--- src/osm_defines.svh ---
/*
  Constants of the subcarrier mapper: tone positions, counts, pilot patterns,
  the length-127 sign sequence and the initial values of the tone counters.
  Assumes it is included once per compilation unit, by its bare name.
*/
`ifndef OSM_DEFINES_SVH
`define OSM_DEFINES_SVH

// ----------------------------------------------------------------------------
// tone layout
// ----------------------------------------------------------------------------
`define OSM_N_DATA       100
`define OSM_DATA_LAST    7'h63
`define OSM_TONE_LO      8'shC3
`define OSM_TONE_HI      8'sh3D
`define OSM_GUARD_IN     8'sh39
`define OSM_GUARD_IN_N   8'shC7
`define OSM_GUARD_LO_OFS 8'sh3D
`define OSM_GUARD_HI_OFS 8'sh26
`define OSM_PH_INIT      4'h4
`define OSM_PH_WRAP      4'h9
`define OSM_N_GUARD      4'hA
`define OSM_N_PILOT      4'hC

// ----------------------------------------------------------------------------
// sign sequence, bit set means -1
// ----------------------------------------------------------------------------
`define OSM_PSEQ         127'h7F1D8A5F_542DE72B_306D7464_40934F70
`define OSM_SEQ_LAST     7'h7E
`define OSM_SPREAD_OFS   7'h06
`define OSM_SPREAD_WRAP  7'h79

// ----------------------------------------------------------------------------
// pilot patterns, bit set means negative component
// ----------------------------------------------------------------------------
`define OSM_PAT_A_RE     12'h6F6
`define OSM_PAT_A_IM     12'h6C9
`define OSM_PAT_B_RE     12'h6F6
`define OSM_PAT_B_IM     12'h6F6

`endif

--- src/osm_pkg.sv ---
/*
  Types of the subcarrier mapper: controller states and tone classes.
  Assumes nothing of its surroundings.
*/
`default_nettype none

package osm_pkg;

    typedef enum logic [2:0] {
        OSM_IDLE = 3'h1,
        OSM_FILL = 3'h2,
        OSM_EMIT = 3'h4
    } osm_state_t;

    typedef enum logic [1:0] {
        OSM_TONE_DATA  = 2'h0,
        OSM_TONE_GUARD = 2'h1,
        OSM_TONE_PILOT = 2'h2,
        OSM_TONE_NULL  = 2'h3
    } osm_tone_t;

endpackage : osm_pkg

`default_nettype wire

--- src/osm_stream_if.sv ---
/*
  Valid/ready carrier between the mapper core and its output FIFO.
  Assumes both ends run on the same clock.
*/
`timescale 1ns/1ps
`default_nettype none

interface osm_stream_if #(parameter int W = 25);
    logic         valid;
    logic         ready;
    logic [W-1:0] data;

    modport src (output valid, output data, input ready);
    modport snk (input valid, input data, output ready);
endinterface : osm_stream_if

`default_nettype wire

--- src/osm_fifo.sv ---
/*
  Flip-flop FIFO with valid/ready on both sides.
  Assumes one clock and an asynchronous active-low reset.
*/
`timescale 1ns/1ps
`default_nettype none

module osm_fifo
    import osm_pkg::*;
#(
    parameter int W     = 25,
    parameter int DEPTH = 8
)(
    input  wire logic   clk,
    input  wire logic   rst_b,
    osm_stream_if.snk   wr,
    osm_stream_if.src   rd
);
    localparam int AW = $clog2(DEPTH);

    logic [W-1:0] mem_q [DEPTH];
    logic [W-1:0] mem_d [DEPTH];
    logic [AW:0]  wp_q, wp_d;
    logic [AW:0]  rp_q, rp_d;
    logic         full;
    logic         empty;
    logic         do_wr;
    logic         do_rd;

    assign full     = (wp_q[AW] != rp_q[AW]) && (wp_q[AW-1:0] == rp_q[AW-1:0]);
    assign empty    = (wp_q == rp_q);
    assign wr.ready = !full;
    assign rd.valid = !empty;
    assign rd.data  = mem_q[rp_q[AW-1:0]];
    assign do_wr    = wr.valid && !full;
    assign do_rd    = rd.ready && !empty;

    // ------------------------------------------------------------------------
    // storage
    // ------------------------------------------------------------------------
    for (genvar i = 0; i < DEPTH; i++)
    begin : g_mem
        always_comb
        begin
            mem_d[i] = (do_wr && (wp_q[AW-1:0] == AW'(i))) ? wr.data : mem_q[i];
        end

        always_ff @(posedge clk or negedge rst_b)
        begin
            if (!rst_b)
                mem_q[i] <= '0;
            else
                mem_q[i] <= mem_d[i];
        end
    end

    // ------------------------------------------------------------------------
    // pointers
    // ------------------------------------------------------------------------
    always_comb
    begin
        wp_d = do_wr ? wp_q + 1'b1 : wp_q;
        rp_d = do_rd ? rp_q + 1'b1 : rp_q;
    end

    always_ff @(posedge clk or negedge rst_b)
    begin
        if (!rst_b)
        begin
            wp_q <= '0;
            rp_q <= '0;
        end
        else
        begin
            wp_q <= wp_d;
            rp_q <= rp_d;
        end
    end

endmodule : osm_fifo

`default_nettype wire

--- src/osm_mapper.sv ---
/*
  Transmit tone mapper: buffers 100 constellation values, emits each symbol's
  123 logical tones (-61..61) with data, guard copies, pilots and a null DC.
  Assumes upstream gives the symbol counts and rate with the start pulse and
  that the transform stage drains the output through valid/ready.
*/
`timescale 1ns/1ps
`default_nettype none
`include "osm_defines.svh"

// Notes on behaviour
// At the middle rates only time spreading is used, one group of 100 values feeds a pair of symbols.
// In a pair, tone l of the first symbol is value l, of the second value 99-l swapped and times the spread sign.
// At the highest rates each payload symbol takes 100 fresh values in order, without spreading.
// Every symbol carries ten guard tones, five at each edge of the band.
// The guard power relation is chosen per packet and held fixed until the packet ends.
// Guard tones sit at logical tones -61..-57 and 57..61.
// Guard entries 0..4 copy data tones 0..4 and entries 5..9 copy data tones 95..99.
// Every symbol carries twelve pilots at -55..55 in steps of 10, skipping zero.
// Header pilots are the sequence entry at the pair index times pattern A, the second symbol also times the spread sign.
// Pattern A is (1-j) on 0,3, (-1+j) on 1,2,4,5, (1+j) on 8,11 and (-1-j) on 6,7,9,10, all over root two.
// Middle-rate pilots follow the paired formula with pattern B, (1+j) on 0,3,8,11 and (-1-j) elsewhere.
// Highest-rate pilots use the per-symbol sequence entry times pattern B with no spread factor.
// The spread sign of a pair is the sequence entry six places after the pair's pilot entry, modulo 127.
// Symbol counts and rate class are taken with the start pulse and held for the whole packet.
// Tones leave in logical order and the mapper stalls while the transform stage cannot take them.
module osm_mapper
    import osm_pkg::*;
#(
    parameter int             DW         = 12,
    parameter int             CW         = 10,
    parameter int             FIFO_DEPTH = 8,
    parameter logic [DW-1:0]  PILOT_AMP  = 12'h2D4
)(
    input  wire logic          CLK_SYS,
    input  wire logic          RST_B,
    input  wire logic          PKT_START,
    input  wire logic [CW-1:0] HDR_SYMS,
    input  wire logic [CW-1:0] PAY_SYMS,
    input  wire logic          RATE_HIGH,
    input  wire logic [1:0]    GUARD_SHIFT,
    input  wire logic          IN_VALID,
    output logic               IN_READY,
    input  wire logic [DW-1:0] IN_RE,
    input  wire logic [DW-1:0] IN_IM,
    output logic               TONE_VALID,
    input  wire logic          TONE_READY,
    output logic [DW-1:0]      TONE_RE,
    output logic [DW-1:0]      TONE_IM,
    output logic               TONE_LAST,
    output logic               BUSY
);
    localparam int             FW   = 2 * DW + 1;
    localparam logic [126:0]   PSEQ = `OSM_PSEQ;
    localparam logic [11:0]    PAT_A_RE = `OSM_PAT_A_RE;
    localparam logic [11:0]    PAT_A_IM = `OSM_PAT_A_IM;
    localparam logic [11:0]    PAT_B_RE = `OSM_PAT_B_RE;
    localparam logic [11:0]    PAT_B_IM = `OSM_PAT_B_IM;

    osm_stream_if #(.W(FW)) push_if ();
    osm_stream_if #(.W(FW)) pop_if ();

    osm_state_t       st_q, st_d;
    logic signed [7:0] tone_q, tone_d;
    logic [3:0]       ph_q, ph_d;
    logic [3:0]       pidx_q, pidx_d;
    logic [3:0]       gcnt_q, gcnt_d;
    logic [6:0]       dcnt_q, dcnt_d;
    logic [6:0]       fill_q, fill_d;
    logic [6:0]       ptr_q, ptr_d;
    logic [CW-1:0]    left_q, left_d;
    logic [CW-1:0]    hdr_q, hdr_d;
    logic [CW-1:0]    pay_q, pay_d;
    logic             odd_q, odd_d;
    logic             stg_hdr_q, stg_hdr_d;
    logic             rate_q, rate_d;
    logic [1:0]       gsh_q, gsh_d;
    logic [2*DW-1:0]  buf_q [`OSM_N_DATA];
    logic [2*DW-1:0]  buf_d [`OSM_N_DATA];

    osm_tone_t        cls;
    logic             push;
    logic             sym_end;
    logic             mode_mid;
    logic             rev;
    logic             spread_sym;
    logic [6:0]       sptr;
    logic signed [7:0] gsum;
    logic [6:0]       lidx;
    logic [6:0]       ridx;
    logic [2*DW-1:0]  rd;
    logic [DW-1:0]    push_re;
    logic [DW-1:0]    push_im;
    logic             p_neg_re;
    logic             p_neg_im;

    // ------------------------------------------------------------------------
    // tone classification and value
    // ------------------------------------------------------------------------
    assign mode_mid   = !stg_hdr_q && !rate_q;
    assign rev        = odd_q && mode_mid;
    assign spread_sym = odd_q && (stg_hdr_q || mode_mid);
    assign sptr       = (ptr_q >= `OSM_SPREAD_WRAP) ? ptr_q - `OSM_SPREAD_WRAP
                                                    : ptr_q + `OSM_SPREAD_OFS;
    assign push       = (st_q == OSM_EMIT) && push_if.ready;
    assign sym_end    = push && (tone_q == `OSM_TONE_HI);
    assign gsum       = tone_q + ((tone_q < 0) ? `OSM_GUARD_LO_OFS : `OSM_GUARD_HI_OFS);

    always_comb
    begin
        if (tone_q >= `OSM_GUARD_IN || tone_q <= `OSM_GUARD_IN_N)
            cls = OSM_TONE_GUARD;
        else if (tone_q == 8'sh00)
            cls = OSM_TONE_NULL;
        else if (ph_q == 4'h0)
            cls = OSM_TONE_PILOT;
        else
            cls = OSM_TONE_DATA;
    end

    always_comb
    begin
        lidx     = (cls == OSM_TONE_GUARD) ? gsum[6:0] : dcnt_q;
        ridx     = rev ? `OSM_DATA_LAST - lidx : lidx;
        rd       = buf_q[ridx];
        p_neg_re = (stg_hdr_q ? PAT_A_RE[pidx_q] : PAT_B_RE[pidx_q])
                   ^ PSEQ[ptr_q] ^ (spread_sym & PSEQ[sptr]);
        p_neg_im = (stg_hdr_q ? PAT_A_IM[pidx_q] : PAT_B_IM[pidx_q])
                   ^ PSEQ[ptr_q] ^ (spread_sym & PSEQ[sptr]);
        push_re  = rd[2*DW-1:DW];
        push_im  = rd[DW-1:0];
        if (rev)
        begin
            push_re = PSEQ[sptr] ? -rd[DW-1:0] : rd[DW-1:0];
            push_im = PSEQ[sptr] ? -rd[2*DW-1:DW] : rd[2*DW-1:DW];
        end
        unique case (cls)
            OSM_TONE_GUARD:
            begin
                push_re = $signed(push_re) >>> gsh_q;
                push_im = $signed(push_im) >>> gsh_q;
            end
            OSM_TONE_PILOT:
            begin
                push_re = p_neg_re ? -PILOT_AMP : PILOT_AMP;
                push_im = p_neg_im ? -PILOT_AMP : PILOT_AMP;
            end
            OSM_TONE_NULL:
            begin
                push_re = '0;
                push_im = '0;
            end
            OSM_TONE_DATA:
            begin
                push_re = push_re;
                push_im = push_im;
            end
        endcase
    end

    // ------------------------------------------------------------------------
    // data buffer
    // ------------------------------------------------------------------------
    for (genvar i = 0; i < `OSM_N_DATA; i++)
    begin : g_buf
        always_comb
        begin
            buf_d[i] = (IN_READY && IN_VALID && fill_q == 7'(i)) ? {IN_RE, IN_IM} : buf_q[i];
        end

        always_ff @(posedge CLK_SYS or negedge RST_B)
        begin
            if (!RST_B)
                buf_q[i] <= '0;
            else
                buf_q[i] <= buf_d[i];
        end
    end

    // ------------------------------------------------------------------------
    // controller
    // ------------------------------------------------------------------------
    always_comb
    begin
        st_d = st_q;  tone_d = tone_q;  ph_d = ph_q;  pidx_d = pidx_q;  gcnt_d = gcnt_q;
        dcnt_d = dcnt_q;  fill_d = fill_q;  ptr_d = ptr_q;  left_d = left_q;  hdr_d = hdr_q;
        pay_d = pay_q;  odd_d = odd_q;  stg_hdr_d = stg_hdr_q;  rate_d = rate_q;  gsh_d = gsh_q;
        unique case (st_q)
            OSM_IDLE:
            begin
                if (PKT_START && (HDR_SYMS != '0 || PAY_SYMS != '0))
                begin
                    hdr_d     = HDR_SYMS;
                    pay_d     = PAY_SYMS;
                    rate_d    = RATE_HIGH;
                    gsh_d     = GUARD_SHIFT;
                    stg_hdr_d = (HDR_SYMS != '0);
                    left_d    = (HDR_SYMS != '0) ? HDR_SYMS : PAY_SYMS;
                    ptr_d     = '0;
                    odd_d     = 1'b0;
                    fill_d    = '0;
                    st_d      = OSM_FILL;
                end
            end
            OSM_FILL:
            begin
                if (IN_VALID)
                begin
                    fill_d = fill_q + 7'h01;
                    if (fill_q == `OSM_DATA_LAST)
                        st_d = OSM_EMIT;
                end
            end
            OSM_EMIT:
            begin
                if (push)
                begin
                    tone_d = tone_q + 8'sh01;
                    ph_d   = (ph_q == `OSM_PH_WRAP) ? 4'h0 : ph_q + 4'h1;
                    if (cls == OSM_TONE_PILOT)
                        pidx_d = pidx_q + 4'h1;
                    if (cls == OSM_TONE_DATA)
                        dcnt_d = dcnt_q + 7'h01;
                    if (cls == OSM_TONE_GUARD)
                        gcnt_d = gcnt_q + 4'h1;
                end
                if (sym_end)
                begin
                    fill_d = '0;
                    if (mode_mid && !odd_q)
                    begin
                        odd_d  = 1'b1;
                        left_d = left_q - 1'b1;
                    end
                    else
                    begin
                        odd_d = !odd_q;
                        if (!(stg_hdr_q && !odd_q))
                            ptr_d = (ptr_q == `OSM_SEQ_LAST) ? 7'h00 : ptr_q + 7'h01;
                        left_d = left_q - 1'b1;
                        st_d   = OSM_FILL;
                        if (left_q == CW'(1))
                        begin
                            if (stg_hdr_q && pay_q != '0)
                            begin
                                stg_hdr_d = 1'b0;
                                left_d    = pay_q;
                                odd_d     = 1'b0;
                            end
                            else
                                st_d = OSM_IDLE;
                        end
                    end
                end
            end
            default:
                st_d = OSM_IDLE;
        endcase
        if (st_d == OSM_EMIT && (st_q != OSM_EMIT || sym_end))
        begin
            tone_d = `OSM_TONE_LO;
            ph_d   = `OSM_PH_INIT;
            pidx_d = '0;
            gcnt_d = '0;
            dcnt_d = '0;
        end
    end

    always_ff @(posedge CLK_SYS or negedge RST_B)
    begin
        if (!RST_B)
        begin
            st_q <= OSM_IDLE;  tone_q <= `OSM_TONE_LO;  ph_q <= `OSM_PH_INIT;  pidx_q <= '0;
            gcnt_q <= '0;  dcnt_q <= '0;  fill_q <= '0;  ptr_q <= '0;  left_q <= '0;
            hdr_q <= '0;  pay_q <= '0;  odd_q <= 1'b0;  stg_hdr_q <= 1'b0;  rate_q <= 1'b0;
            gsh_q <= '0;
        end
        else
        begin
            st_q <= st_d;  tone_q <= tone_d;  ph_q <= ph_d;  pidx_q <= pidx_d;
            gcnt_q <= gcnt_d;  dcnt_q <= dcnt_d;  fill_q <= fill_d;  ptr_q <= ptr_d;
            left_q <= left_d;  hdr_q <= hdr_d;  pay_q <= pay_d;  odd_q <= odd_d;
            stg_hdr_q <= stg_hdr_d;  rate_q <= rate_d;  gsh_q <= gsh_d;
        end
    end

    // ------------------------------------------------------------------------
    // output path
    // ------------------------------------------------------------------------
    assign IN_READY       = (st_q == OSM_FILL);
    assign BUSY           = (st_q != OSM_IDLE);
    assign push_if.valid  = (st_q == OSM_EMIT);
    assign push_if.data   = {sym_end, push_re, push_im};
    assign pop_if.ready   = TONE_READY;
    assign TONE_VALID     = pop_if.valid;
    assign {TONE_LAST, TONE_RE, TONE_IM} = pop_if.data;

    osm_fifo #(
        .W     (FW),
        .DEPTH (FIFO_DEPTH)
    ) u_fifo (
        .clk   (CLK_SYS),
        .rst_b (RST_B),
        .wr    (push_if.snk),
        .rd    (pop_if.src)
    );
endmodule : osm_mapper

`default_nettype wire

--- config.mk ---
export PLATFORM = sky130hd
export DESIGN_NAME = osm_mapper
export DESIGN_NICKNAME = d
export VERILOG_FILES = /design/src/osm_pkg.sv /design/src/osm_stream_if.sv /design/src/osm_fifo.sv /design/src/osm_mapper.sv
export VERILOG_INCLUDE_DIRS = /design/src
export SDC_FILE = /design/constraint.sdc
export NUM_CORES = 2
export LEC_CHECK = 0
export BUFFER_PORTS_ARGS = -buffer_cell sky130_fd_sc_hd__buf_4
export CAP_MARGIN = 20
export CORE_MARGIN = 10
export CORE_UTILIZATION = 45
export DETAILED_ROUTE_END_ITERATION = 6
export PLACE_DENSITY = 0.64
export SETUP_SLACK_MARGIN = 0.2
export SYNTH_ARGS = -nofsm -noshare
export SYNTH_HDL_FRONTEND = slang
export SYNTH_HIERARCHICAL = 1
export SYNTH_SLANG_ARGS = --single-unit
--- constraint.sdc ---
create_clock -name CLK_SYS -period 8.7 [get_ports CLK_SYS]
set_input_delay 1.305 -clock CLK_SYS [delete_from_list [all_inputs] [get_ports CLK_SYS]]
set_output_delay 1.305 -clock CLK_SYS [all_outputs]
set_load 0.05 [all_outputs]
==> summary.txt <==
Run status
  – Status: complete, but fails checks
  – Failing checks: design-rule violations

Placed design
  – DP Wirelength: 293 mm
  – Gpl congestion: 0.981
  – Port bufs: 79

GRT
  – Initial antenna violation count: 34
  – Total track usage: 29.9%
  – First-pass GRT wire length: 688 mm
  – Largest net degree at the start of global routing: 190
  – Via count of the first global-routing pass: 95600
  – Grt total ovfl: 0

Synthesis
  – Post-Syn Area per Cell: 12.1 µm²
  – EDFF count, synth: 0
  – Synth Flop Type: dfrtp_1
  – FF+latch count, synth: 2673
  – Async SR Flop Fraction: 100%
  – Compound-gate portion of the synthesized area: 7.53%
  – Synth Area in Simple Gates: 8.34%
  – Post-Synth Adder-Cell Area: 0.429%
  – Mapped Nets: 10900
  – Synthesized cell area: 130000 µm²
  – Post-synth cell types: 124
  – Syn. warnings: 6
  – Seq/Total Area, Yosys: 51.4%
  – Mux cell area share after synthesis: 27.8%
  – Main combinational cell family by area after synthesis: multiplexers
  – Xor and xnor area share after synthesis: 0.528%
  – Mapped Cells: 10800

CTS
  – Max clock buf depth: 4
  – Clock Pin Slew Worst Setup and Hold Paths: 0.06 ns
  – CTS tree: yes
  – Setup bufs post-CTS: 0
  – Htree depth: 5
  – TritonCTS buffer count: 301
  – Clock sink count: 2673
  – Post-CTS Hold Fix Bufs: 0
  – Worst skew pair latency: 0.93 ns
  – Root buffer cell: clkbuf_16

Timing
  – Setup TNS: 0 ns
  – RSZ-0062 raised after global routing: no
  – Final setup vio count: 0
  – Fmax: 0.119 GHz
  – Final Hold Vio Count: 0
  – Worst slew margin relative to its limit: 17.8%
  – Worst slew pin tran: 1.22 ns
  – Slew Limit Fails: 0
  – Min Tclk post-route: 8.43 ns
  – Fin crit share: 96.9%
  – Clock skew: 0.0608 ns

Setup path
  – CP Launch Type: flip-flop
  – Critical path required time: 9.47 ns
  – Critical Path End Type: flip-flop
  – CP Class: flip-flop to flip-flop
  – Max FO, Critical Path: 23
  – Crit path DAT: 9.20 ns

Finish
  – Layout Utilization: 50.3%
  – NumNets Final: 10600
  – Share of cells above drive strength 1: 36.5%
  – Synth-to-Final Area Change: 11.4%
  – Fillers: 24700

Routing
  – Routed wire length: 479 mm
  – Antenna-violating nets left: 0
  – Post-route DRC: 35
  – First-pass detailed-route iteration total: 7
  – DR vias/cell: 6.54
  – DRT iter0 DRCs: 11000
  – Vias: 95400
  – Routed length per instance: 32.9 µm

Die
  – Die area: 311000 µm²
  – Starting Density: 45.2%
  – Die height: 558 µm
  – Boundary Pins: 80
  – Core footprint: 288000 µm²
  – Row count: 197
  – Chip Width: 558 µm

Power
  – Peak VDD IR: 0.000174 V
  – Power Density: 185 nW/µm²
  – Leak: 0.0678 µW
  – Final Power: 26800 µW

Hold path
  – Hold WC Path Type: primary input to asynchronous set/reset pin

Job
  – Max-cap violation count: 0
==> report_power, final <==
group | switching, µW | internal (µW) | total [µW]
sequential | 144 | 12600 | 12800
clock | 5360 | 7570 | 12900
combinational | 781 | 288 | 1070
total | 6280 | 20500 | 26800
==> logic make-up (layout without fill, tap and decap cells) <==
logic type | count (synthesis) | count (layout)
multiplexers | 3110 | 3110
AND/OR/NAND/NOR | 2399 | 2399
flip-flops | 2673 | 2673
adder cells (fa/ha/maj) | 44 | 44
AO/OA/AOI/OAI | 1387 | 1387
buffers and inverters | 1088 | 1084
other | 0 | 20
XOR/XNOR | 73 | 73
==> flip-flops by register name (all words and copies together) (netlist names) <==
name,flops
ptr_q,7
st_q,3
gsh_q,2
u_fifo/wp_q,4
left_q,10
rate_q,1
u_fifo/rp_q,4
stg_hdr_q,1
buf_q,2400
pidx_q,4
odd_q,1
fill_q,7
dcnt_q,7
ph_q,4
tone_q,8
u_fifo/mem_q,200
pay_q,10
==> final cells by class <==
class                           instances  area [µm²]  share of cell area, %
Inverter                               62         235                  0.162
Timing Repair Buffer                  496        4370                   3.01
Tap cell                             3781        4730                   3.27
Clock buffer                          442        8830                   6.09
Antenna cell                           20        50.0                 0.0345
Clock inverter                         84        1080                  0.744
Sequential cell                      2673       66900                   46.2
Multi-Input combinational cell       7013       58700                   40.5
==> stage by stage <==
stage | hold WS [ns] | cells | worst slack (ns) | cell area, µm²
after floorplan | 0.470 | 10800 | 1.91 | 130000
after global placement | 0.478 | 14000 | 0.447 | 135000
after detailed placement | 0.484 | 14000 | 0.233 | 135000
after CTS | 0.366 | 14500 | 0.208 | 145000
after global routing | 0.330 | 14600 | 0.260 | 145000
final | 0.304 | 14600 | 0.272 | 145000
==> synth_stat cells, drive strengths merged, types with 30 or more instances <==
cell type | number | area share (%)
a211oi | 118 | 0.70
a21oi | 283 | 1.1
a221oi | 59 | 0.40
a22oi | 75 | 0.44
a311oi | 40 | 0.28
a31oi | 164 | 0.79
a32oi | 69 | 0.46
and3 | 90 | 0.44
buf | 434 | 2.1
clkbuf | 592 | 1.7
dfrtp | 2667 | 51
ha | 43 | 0.41
inv | 62 | 0.18
mux2 | 2667 | 23
mux2i | 310 | 2.4
mux4 | 133 | 2.3
nand2 | 1311 | 3.8
nand3 | 444 | 1.7
nand4 | 105 | 0.51
nor2 | 207 | 0.61
nor3 | 88 | 0.37
nor4 | 42 | 0.25
o211ai | 36 | 0.21
o21ai | 154 | 0.60
o221ai | 30 | 0.20
o22ai | 78 | 0.38
o31ai | 30 | 0.17
xnor2 | 45 | 0.33
==> worst paths after layout <==
kind	from	end	slack [ns]	depth (start not counted)
worst max-delay path	tone_q[7]	u_fifo/mem_q[30]	0.27	26
min in group CLK_SYS	buf_q[581]	buf_q[581]	0.50	1
worst min register to register	buf_q[581]	buf_q[581]	0.50	1
max in group asynchronous	RST_B	buf_q[333]	5.95	3
worst max register to register	tone_q[7]	u_fifo/mem_q[30]	0.27	26
worst min-delay path	RST_B	buf_q[1122]	0.30	1
==> layer usage <==
| metal | GRT usage [%] | routed length, µm |
|---|---|---|
| met3 | 8.93 | 53300 |
| met4 | 17.2 | 33400 |
| met2 | 44.2 | 206000 |
| met5 | 0.442 | 375 |
| met1 | 39.0 | 186000 |
==> layout by cell type (no fill, tap or decap), types with 69 or more instances in the layout <==
cell	Yosys	routed
a211oi_1	113	111
a21oi_1	277	276
a22oi_1	74	71
a31oi_1	163	163
a32oi_1	69	69
and3_1	89	88
buf_4	95	446
clkbuf_1	592	69
clkbuf_16	0	305
dfrtp_1	2667	2665
mux2_2	2665	2665
mux2i_1	309	305
mux4_2	131	131
nand2_1	1307	1300
nand3_1	441	428
nand4_1	105	105
nor2_1	203	161
nor3_1	82	81
o21ai_0	136	136
o22ai_1	78	77
==> repair_timing <==
item	CTS	global route
setup endpoints to repair	0	121
hold endpoints to repair	0	0
gates resized for setup	0	5
==> critical path: stages, from the launching register on <==
cell	delay [ns]
dfstp_2	0.68
inv_1	0.12
fa_1	0.50
xnor2_1	0.43
o21ai_2	0.25
nand2_4	0.15
inv_4	0.05
ha_1	0.32
nand2_1	0.10
o31a_1	0.22
buf_4	0.23
and4_4	0.85
nand2_2	0.55
o22ai_1	0.35
a31oi_1	0.12
o32a_1	0.36
a32oi_1	0.60
buf_4	0.27
inv_1	0.05
ha_1	0.30
nor2b_1	0.17
a31oi_1	0.22
xor2_1	0.11
o21ai_0	0.33
o22a_1	0.22
o211ai_1	0.31
mux2_2	0.39
(Power assumes the default switching activity.)
